$ cat config.mk
export PLATFORM = sky130hd
export DESIGN_NAME = iod_top
export DESIGN_NICKNAME = d
export VERILOG_FILES = /design/src/design/iod_pkg.sv /design/src/design/iod_sync.sv /design/src/design/iod_top.sv
export SDC_FILE = /design/constraint.sdc
export NUM_CORES = 1
export LEC_CHECK = 0
export BUFFER_PORTS_ARGS = -buffer_cell sky130_fd_sc_hd__buf_2
export CAP_MARGIN = 30
export CORE_MARGIN = 2
export CORE_UTILIZATION = 29
export DETAILED_ROUTE_END_ITERATION = 8
export GPL_TIMING_DRIVEN = 1
export PLACE_DENSITY = 0.52
export SETUP_SLACK_MARGIN = 0.5
export SLEW_MARGIN = 40
export SYNTH_ARGS = -nofsm -noshare
export SYNTH_HDL_FRONTEND = slang
export SYNTH_SLANG_ARGS = --single-unit
$ cat constraint.sdc
create_clock -name CLK_SYS_IN -period 3.4 [get_ports CLK_SYS_IN]
set_input_delay 0.51 -clock CLK_SYS_IN [delete_from_list [all_inputs] [get_ports CLK_SYS_IN]]
set_output_delay 0.51 -clock CLK_SYS_IN [all_outputs]
set_load 0.01 [all_outputs]
$ cat src/design/iod_pkg.sv
// package of constants for the i2c octal open-drain driver
package iod_pkg;
    // ----------------------------------------
    // address and data layout
    // ----------------------------------------
    localparam int          ADDR_W          = 7;
    localparam int          SEL_W           = 3;
    localparam int          DATA_W          = 8;
    localparam logic [3:0]  FIXED_ADDR_BITS = 4'h7;       // upper address nibble 0111
    localparam logic        RW_WRITE        = 1'h0;
    localparam logic [7:0]  LATCH_RESET     = 8'h00;      // all outputs on (pulled low)
    localparam logic [3:0]  BIT_LAST        = 4'h7;       // index of last bit of a byte
    localparam logic [3:0]  BIT_ZERO        = 4'h0;
    localparam int          SYNC_STAGES     = 2;

    // ----------------------------------------
    // receiver states, gray along the usual path
    // ----------------------------------------
    typedef enum logic [2:0] {
        IOD_IDLE  = 3'h0,
        IOD_ADDR  = 3'h1,
        IOD_AACK  = 3'h3,
        IOD_DATA  = 3'h2,
        IOD_DACK  = 3'h6
    } iod_state_t;
endpackage

$ cat src/design/iod_sync.sv
// two flip-flop synchroniser for one bus line
`timescale 1ns/10ps
module iod_sync
    import iod_pkg::*;
(
    // clock and reset
    input  wire logic clk_in,
    input  wire logic rstn_in,
    // line
    input  wire logic d_in,
    output logic      q_out
);
    logic [SYNC_STAGES-1:0] stage_reg;
    logic [SYNC_STAGES-1:0] stage_next;

    // shift the line through the chain
    always_comb begin
        stage_next = {stage_reg[SYNC_STAGES-2:0], d_in};
    end

    // register the chain; idle bus level is high
    always_ff @(posedge clk_in or negedge rstn_in) begin
        if (!rstn_in) begin
            stage_reg <= '1;
        end else begin
            stage_reg <= stage_next;
        end
    end

    assign q_out = stage_reg[SYNC_STAGES-1];
endmodule // iod_sync

$ cat src/design/iod_top.sv
// i2c write-only slave driving eight open-drain outputs
//
// Function
// - detect start, SDA falls while SCL high
// - detect stop, SDA rises while SCL high
// - pull SDA low through ninth pulse
// - compare 7-bit address, sent MSB first
// - upper address bits fixed at 0111
// - low address bits follow select pins
// - accept only when read/write bit 0
// - bit 1 releases output, 0 pulls low
// - repeated start restarts the address phase
// - after reset all outputs pulled low
`timescale 1ns/10ps
module iod_top
    import iod_pkg::*;
(
    // system clock and reset
    input  wire logic              CLK_SYS_IN,
    input  wire logic              RSTN_IN,
    // i2c bus (sda is open drain: oe low means drive low)
    input  wire logic              SCL_IN,
    input  wire logic              SDA_IN,
    output logic                   SDA_OUT,
    output logic                   SDA_OE_N_OUT,
    // address select pins (pulled up off chip)
    input  wire logic [SEL_W-1:0]  ADDR_SELECT_PINS_IN,
    // open-drain outputs: value and low-active enable
    output logic [DATA_W-1:0]      DRAIN_OUTPUTS_OUT,
    output logic [DATA_W-1:0]      DRAIN_OUTPUTS_OE_N_OUT
);
    // ----------------------------------------
    // input synchronisers
    // ----------------------------------------
    logic scl_s;
    logic sda_s;
    logic [SEL_W-1:0] sel_s;

    iod_sync u_sync_scl (.clk_in(CLK_SYS_IN), .rstn_in(RSTN_IN), .d_in(SCL_IN), .q_out(scl_s));
    iod_sync u_sync_sda (.clk_in(CLK_SYS_IN), .rstn_in(RSTN_IN), .d_in(SDA_IN), .q_out(sda_s));

    genvar gi;
    generate
        for (gi = 0; gi < SEL_W; gi++) begin : g_sel
            iod_sync u_sync_sel (.clk_in(CLK_SYS_IN), .rstn_in(RSTN_IN), .d_in(ADDR_SELECT_PINS_IN[gi]),
                                 .q_out(sel_s[gi]));
        end
    endgenerate

    // ----------------------------------------
    // edge and condition detection
    // ----------------------------------------
    logic scl_d_reg;
    logic sda_d_reg;
    logic scl_rise;
    logic scl_fall;
    logic start_det;
    logic stop_det;

    // delayed copies of the synchronised lines
    // reset to the idle bus level so no false edge follows reset
    always_ff @(posedge CLK_SYS_IN or negedge RSTN_IN) begin
        if (!RSTN_IN) begin
            scl_d_reg <= 1'h1;
            sda_d_reg <= 1'h1;
        end else begin
            scl_d_reg <= scl_s;
            sda_d_reg <= sda_s;
        end
    end

    // start and stop are sda edges while scl stays high
    // both lines pass equal synchroniser stages, so their order at the pins
    // is kept and a data change in scl low never looks like a start
    assign scl_rise  = scl_s & ~scl_d_reg;
    assign scl_fall  = ~scl_s & scl_d_reg;
    assign start_det = scl_s & scl_d_reg & sda_d_reg & ~sda_s;
    assign stop_det  = scl_s & scl_d_reg & ~sda_d_reg & sda_s;

    // ----------------------------------------
    // receiver state machine
    // ----------------------------------------
    // bit_cnt counts scl rises inside a byte and reaches eight after the
    // last bit; the following scl fall closes the byte. shift gathers the
    // byte msb first. latch holds the last complete data byte and feeds the
    // output enables directly. ack marks that the slave pulls sda low, and
    // ack_seen remembers that the ninth pulse has risen, so the release
    // waits for the fall that ends that pulse. sda_oe_n is the pin copy of
    // ack, kept in its own flop so the pin comes straight from a register.
    iod_state_t        state_reg,    state_next;
    logic [3:0]        bit_cnt_reg,  bit_cnt_next;
    logic [DATA_W-1:0] shift_reg,    shift_next;
    logic [DATA_W-1:0] latch_reg,    latch_next;
    logic              ack_reg,      ack_next;
    logic              ack_seen_reg, ack_seen_next;
    logic              sda_oe_n_reg, sda_oe_n_next;
    logic [ADDR_W-1:0] own_addr;

    // own address: fixed nibble plus select pins; an open select pin reads
    // as 1 through its pull-up
    assign own_addr = {FIXED_ADDR_BITS, sel_s};

    // one byte takes nine scl pulses: eight bits are shifted in on the
    // synchronised rises, and the fall after the eighth opens the ack. the
    // ack is held until the fall that ends the ninth pulse, so sda never
    // moves while scl is high. a start or stop seen at any point wins over
    // the byte in progress, which keeps a cut transfer from leaving the
    // receiver stuck half way through a byte.

    // next-state logic, one bit per scl rise, sda changes on scl fall
    always_comb begin
        state_next    = state_reg;
        bit_cnt_next  = bit_cnt_reg;
        shift_next    = shift_reg;
        latch_next    = latch_reg;
        ack_next      = ack_reg;
        ack_seen_next = ack_seen_reg;
        if (start_det) begin
            // start or repeated start returns to address phase
            state_next   = IOD_ADDR;
            bit_cnt_next = BIT_ZERO;
            ack_next     = 1'h0;
        end else if (stop_det) begin
            // stop ends the transfer; a partial byte is dropped
            state_next   = IOD_IDLE;
            ack_next     = 1'h0;
        end else begin
            case (state_reg)
                IOD_IDLE: begin
                    // deaf until the next start
                    ack_next = 1'h0;
                end
                IOD_ADDR, IOD_DATA: begin
                    if (scl_rise) begin
                        // msb first shift
                        shift_next   = {shift_reg[DATA_W-2:0], sda_s};
                        bit_cnt_next = bit_cnt_reg + 4'h1;
                    end else if (scl_fall && bit_cnt_reg > BIT_LAST) begin
                        // the fall after the eighth bit closes the byte
                        bit_cnt_next  = BIT_ZERO;
                        ack_seen_next = 1'h0;
                        if (state_reg == IOD_ADDR) begin
                            // address byte: seven address bits, then read/write
                            if (shift_reg[DATA_W-1:1] == own_addr && shift_reg[0] == RW_WRITE) begin
                                state_next = IOD_AACK;
                                ack_next   = 1'h1;
                            end else begin
                                // not ours or a read: stay off the bus
                                state_next = IOD_IDLE;
                            end
                        end else begin
                            // data byte: the whole byte moves to the latch at once
                            latch_next = shift_reg;
                            state_next = IOD_DACK;
                            ack_next   = 1'h1;
                        end
                    end
                end
                IOD_AACK, IOD_DACK: begin
                    // hold sda low through the whole ninth pulse
                    if (scl_rise) begin
                        ack_seen_next = 1'h1;
                    end else if (scl_fall && ack_seen_reg) begin
                        // release only on the fall that ends the ninth pulse
                        ack_next   = 1'h0;
                        state_next = IOD_DATA;
                    end
                end
                default: begin
                    // unused codes fall back to idle
                    state_next = IOD_IDLE;
                    ack_next   = 1'h0;
                end
            endcase
        end
        // sda enable is low while the ack is held
        sda_oe_n_next = ~ack_next;
    end

    // register the receiver state
    always_ff @(posedge CLK_SYS_IN or negedge RSTN_IN) begin
        if (!RSTN_IN) begin
            // bus released, all outputs on
            state_reg    <= IOD_IDLE;
            bit_cnt_reg  <= BIT_ZERO;
            shift_reg    <= LATCH_RESET;
            latch_reg    <= LATCH_RESET;
            ack_reg      <= 1'h0;
            ack_seen_reg <= 1'h0;
            sda_oe_n_reg <= 1'h1;
        end else begin
            state_reg    <= state_next;
            bit_cnt_reg  <= bit_cnt_next;
            shift_reg    <= shift_next;
            latch_reg    <= latch_next;
            ack_reg      <= ack_next;
            ack_seen_reg <= ack_seen_next;
            sda_oe_n_reg <= sda_oe_n_next;
        end
    end

    // ----------------------------------------
    // pin drivers, enables straight from flip-flops
    // ----------------------------------------
    // both open-drain pins only ever pull low, so their drive values are
    // tied low and the enables alone carry the state
    assign SDA_OUT                = 1'h0;
    // sda enable: low while the ack is held
    assign SDA_OE_N_OUT           = sda_oe_n_reg;
    assign DRAIN_OUTPUTS_OUT      = '0;
    // output enables: a latch bit of 1 releases its pin, 0 pulls it low,
    // and the reset value leaves every output on
    assign DRAIN_OUTPUTS_OE_N_OUT = latch_reg;
endmodule // iod_top

After elaboration in Yosys (flattened, before gate mapping):

Cells that the tools add are included.

* bits in registers: 38
* latch bits: 0
* RAM bits: 0
* bits in read-only memories: 0
* input port bits: 7
* output and inout bits: 18
* word-level logic and storage cells: 88
* memories kept: 0

* $add $sub $neg: 1
* multiply operators: 0
* div/mod/pow operators: 0
* $lt $le $gt $ge: 1
* eq/ne operators: 14
* shifts and indexed selects: 0
* muxes and demuxes: 27
* bitwise logic cells: 17
* reduce and logical (&&, ||, !) cells: 14

Operators by type and width (count)
* 2-to-1 mux 3 bit: 7
* 2-to-1 mux 4 bit: 5
* inequality test 4 bit (second input constant): 4
* AND reduction 6 bit: 2
* 2-to-1 mux 1 bit: 11
* inverter 1 bit: 10
* one-hot mux 3 bit (3 select lines): 1
* inequality test 2 bit (second input constant): 4
* AND 1 bit: 7
* equality test 7 x 6 -> 1 bit: 1
* equality test 3 x 2 -> 1 bit (second input constant): 2
* AND reduction 5 bit: 1
* adder 4 x 1 -> 4 bit (second input constant): 1
* greater-than comparator 4 x 3 -> 1 bit (second input constant): 1
* one-hot mux 1 bit (2 select lines): 2
* AND reduction 4 bit: 1
* nonzero test 2 bit: 2
* OR reduction 2 bit: 2
* equality test 3 x 1 -> 1 bit (second input constant): 1
* equality test 3 bit (second input constant): 1
* logical AND 1 bit: 3
* logical NOT 3 bit: 1
* inequality test 3 bit (second input constant): 1
* AND reduction 3 bit: 1
* other kinds (2): 2

Logic depth before layout (Yosys ltp):

* depth in word-level cells: 10
* mapped depth: 5
* gate-level depth less buffers: 4

Hierarchy:

Synthesis repeated with hierarchy kept, for this count alone.

* cell total of the unflattened synthesis: 137
* area, all modules: 1722.9 µm²

By module, submodules not included
* iod_top: times used 1, cells an instance 127, area an instance 1460.2 µm², sequential area each 704.4 µm²
* iod_sync: times used 5, cells an instance 2, area an instance 52.6 µm², sequential area each 52.6 µm²

Worst setup path before layout:

OpenSTA, ideal clock, no wires.

* path type: reg-to-reg
* start point: reg scl_d_reg
* end point: reg bit_cnt_reg[0]
* library setup time: 0.125 ns
* data arrival time: 1.439 ns
* required time: 3.275 ns
* setup slack: 1.837 ns
* stages on the path, launching flop included: 6
* buffers on the path: 1
* period minus slack after synthesis: 1.563 ns
* cell sequence: dfstp_2 > buf_2 > nand2_1 > nor3b_1 > nor2_1 > mux2_2

* cells in the longest elaborated chain, start to end: 6
* elaborated cells on any way between the ends: 17
* those cells by class: eq/ne: 1; mux: 4; bitwise: 8; reduce/logical: 4

Ends and longest elaborated chain
* start: declaration: line iod_top.sv:53 `logic scl_d_reg;`
* start signal: assignment: line iod_top.sv:67 `scl_d_reg <= scl_s;`
* inverter 1 bit: line iod_top.sv:75 `assign scl_rise = scl_s & ~scl_d_reg;`
* AND 1 bit: line iod_top.sv:75
* 2-to-1 mux 4 bit: line iod_top.sv:134 `if (scl_rise) begin`
* 2-to-1 mux 4 bit: line iod_top.sv:128 `case (state_reg)`
* 2-to-1 mux 4 bit: line iod_top.sv:123 `end else if (stop_det) begin`
* 2-to-1 mux 4 bit: line iod_top.sv:118 `if (start_det) begin`
* end signal: assignment: line iod_top.sv:193 `bit_cnt_reg <= bit_cnt_next;`
* end: declaration: line iod_top.sv:91 `logic [3:0] bit_cnt_reg, bit_cnt_next;`

Several ways; a longest one is shown, not always the timed one. The select of a mux whose other input is x is not followed.
A chain may end at the register's enable or synchronous reset.

Worst setup path in the final report:

* start point: reg state_reg[1]
* end point: reg shift_reg[1]

* cells in the longest elaborated chain, start to end: 3
* elaborated cells on any way between the ends: 4
* those cells by class: eq/ne: 2; reduce/logical: 2

Ends and longest elaborated chain
* start: declaration: line iod_top.sv:90 `iod_state_t state_reg, state_next;`
* start signal: assignment: line iod_top.sv:192 `state_reg <= state_next;`
* equality test 3 x 1 -> 1 bit / equality test 3 x 2 -> 1 bit (equally long branches): line iod_top.sv:128
* OR reduction 2 bit (*): line iod_top.sv:128
* AND reduction 4 bit (no line) (*)
* end signal: assignment: line iod_top.sv:194 `shift_reg <= shift_next;`
* end: declaration: line iod_top.sv:92 `logic [DATA_W-1:0] shift_reg, shift_next;`

Mark *: on every way between the ends. The rest lies on a longest branch, timed or not.

==> impl_metrics.json <==
{
  "cts_buffers": 5,
  "p_leak_nw": 0.8721,
  "min_period_ns": 1.814,
  "grt_pass1_wl_um": 5106,
  "yosysSeqAreaShare": 0.5667,
  "place_area_mm2": 0.001809,
  "cp.required_ns": 3.57,
  "ant_nets": 0,
  "slew-limit-headroom": 0.6515,
  "n_fill_cell": 576,
  "arrival_ns": 1.98,
  "cts_max_level": 2,
  "cp_max_fo": 11,
  "drive_above_1_share": 0.3548,
  "die_h_um": 80.72,
  "gp_congestion": 0.7653,
  "syn_area_mm2": 0.001707,
  "finalWirelength_um": 2978,
  "clock_skew_ns": 0.009086,
  "finalMaxSlewViolations": 0,
  "cp-startpoint": "state_reg[1]",
  "worst_setup_path_end_kind": "flop",
  "path_class": "reg2reg",
  "ir_drop_uv": 241.4,
  "cts_root_buffer": "clkbuf_8",
  "cts_resized": 0,
  "hpwlAfterDp_um": 2023,
  "vias": 1068,
  "tritoncts": "done",
  "yosys.cell_types.count": 42,
  "synth_common_cells": "25 x dfrtp_1, 17 x mux2_2, 13 x dfstp_2",
  "clock_latency_ns": 0.29,
  "synthesis.instances": 138,
  "power.density_mw_per_mm2": 464.4,
  "layout-area-overhead-vs-synth_pct": 12.98,
  "die_w_um": 80.72,
  "placedCellCount": 219,
  "clkSinkCount": 38,
  "finalHoldViolCount": 0,
  "synth_largest_area_cell": "dfrtp_1",
  "final_nets": 162,
  "path_cells": "xnor2_1 > nor3_4 > mux2_2",
  "post_cts_buffers": 0,
  "initial_core_util": 0.3043,
  "path_clk_slew_ns": 0.08,
  "synth_edf_count": 0,
  "ys_async_sr_fraction": 1.000,
  "worst_pin_slew_ns": 0.5190,
  "antenna_cells": 0,
  "synthFlopType": "dfrtp_1",
  "fmax_mhz": 551.2,
  "critical_path.slowest_cell": "dfrtp_1",
  "port_buffers": 15,
  "grt_max_degree": 39,
  "fin_cells": 227,
  "ys_seq_elements": 38,
  "drt_iter0_drc": 84,
  "outcome": "finished, final reports clean",
  "hold_class": "in2async",
  "totalNegativeSetupSlack_ns": 0,
  "core_mm2": 0.005608,
  "drc": 0,
  "ys_warn_count": 0,
  "synth.most_common_cell": "dfrtp_1",
  "fp.dieArea_mm2": 0.006515,
  "rsz0062_at_grt": "false",
  "routed_via_density": 4.705,
  "gr-total-overflow": 0,
  "fin_crit_sh": 0.5336,
  "synth_top_area_share": 0.3666,
  "syn_area_per_cell_um2": 12.37,
  "grt_pass1_vias": 1076,
  "setup_viol": 0,
  "grt_antenna_before_repair": 0,
  "first_pass_iters": 4,
  "core.rowCount": 27,
  "cts_buffer_depth": 2,
  "startpoint_type": "flop",
  "cts_hold_buf": 0,
  "post_drt_wl_per_cell_um": 13.12,
  "r2r_start": "state_reg[1]",
  "track_usage": 0.1040,
  "synthTopCellsByArea": "dfrtp_1 37%, dfstp_2 20%, mux2_2 11%, buf_4 4.4%, xor2_1 2.1%",
  "cap_viol_max_count": 0,
  "cp_slowest_stage_delay_ns": 0.56,
  "post-route-util": 0.3438,
  "fin_area_mm2": 0.001928,
  "io_pins": 25
}
## cells by family after synthesis
family	Yosys count	share of synthesized area
and+or+nand+nor	39	0.1444
other	1	0.002197
xor gates and xnor gates	5	0.02566
DFF	38	0.5667
adders and majority gates	1	0.007330
buffers and inverters	15	0.05645
AOI/OAI and AO/OA	22	0.08504
muxes	17	0.1122
## layer usage
| metal | GRT usage | wire length, um | vias to the layer above | part of all wire |
|---|---|---|---|---|
| met2 | 0.1617 | 1459 | 26 | 0.49 |
| met3 | 0.03034 | 114 | 2 | 0.038 |
| met1 | 0.1390 | 1393 | 528 | 0.47 |
| met4 | 0.03559 | 11 | 0 | 0.0037 |
| li1 | - | - | 512 | - |
| met5 | 0 | 0 | - | 0 |
## cells in the final DEF (no fill, tap or decap), drive strengths merged
| master | count |
|---|---|
| a211o | 1 |
| ha | 1 |
| and3b | 1 |
| a21oi | 5 |
| o2bb2ai | 1 |
| xor2 | 4 |
| dfstp | 13 |
| xnor2 | 1 |
| conb | 9 |
| o21ai | 4 |
| mux2 | 17 |
| nand2 | 6 |
| clkbuf | 7 |
| o22ai | 1 |
| buf | 15 |
| bufinv | 1 |
| nand3b | 2 |
| a22o | 1 |
| nor4b | 1 |
| and3 | 1 |
| nand4 | 1 |
| a21o | 1 |
| nor2b | 2 |
| nand4b | 2 |
| nor2 | 7 |
| nor4 | 1 |
| and4b | 2 |
| nor3b | 2 |
| a31oi | 2 |
| nor3 | 4 |
| o221ai | 1 |
| o311ai | 1 |
| and2 | 1 |
| dfrtp | 25 |
| inv | 1 |
| nand3 | 5 |
| a21boi | 1 |
| a211oi | 3 |
| nand2b | 1 |
## worst paths after layout
kind | end | slack (ns) | depth (start not counted)
worst min register to register | u_sync_scl.stage_reg[1] | 0.35 | 0
min in group CLK_SYS_IN | g_sel[2].u_sync_sel.stage_reg[0] | 0.32 | 1
max in group asynchronous | g_sel[2].u_sync_sel.stage_reg[1] | 2.86 | 1
worst max-delay path | shift_reg[1] | 1.59 | 3
worst min-delay path | bit_cnt_reg[3] | 0.18 | 1
worst max register to register | shift_reg[1] | 1.59 | 3
## area by class of cell
cell class / count / area, um2 / area share
multi-input cells: 93 / 673.1 / 0.3491
inverters: 1 / 3.754 / 0.001947
well taps: 72 / 90.09 / 0.04672
repair buffers: 15 / 77.57 / 0.04023
clock buffers: 7 / 86.33 / 0.04478
clock inverters: 1 / 30.03 / 0.01557
flip-flops and latches: 38 / 967.2 / 0.5016
## worst max-delay path: cells and delay by family (launching register included)
| kind | cells | cell delay, ns |
|---|---|---|
| flip-flops | 1 | 0.56 |
| XOR/XNOR | 1 | 0.25 |
| multiplexers | 1 | 0.39 |
| AND/OR/NAND/NOR | 1 | 0.49 |
## report_power, final
part | total (mW) | internal, mW | leakage, nW | switching, mW
combinational | 0.0289 | 0.00901 | 0.328 | 0.0199
sequential | 0.473 | 0.466 | 0.486 | 0.00749
clock | 0.393 | 0.239 | 0.0585 | 0.154
total | 0.895 | 0.714 | 0.872 | 0.181
## stage by stage
stage / hold slack (ns) / power [mW] / worst slack [ns]
2_1_floorplan: 0.2144 / 0.5032 / 1.837
3_3_place_gp: 0.3456 / 0.5095 / 1.600
3_5_place_dp: 0.3469 / 0.5111 / 1.604
4_1_cts: 0.3048 / 0.9096 / 1.575
5_1_grt: 0.2016 / 0.9362 / 1.434
6_report: 0.1807 / 0.8953 / 1.586
Note: power is estimated with default switching activity, not from simulation.
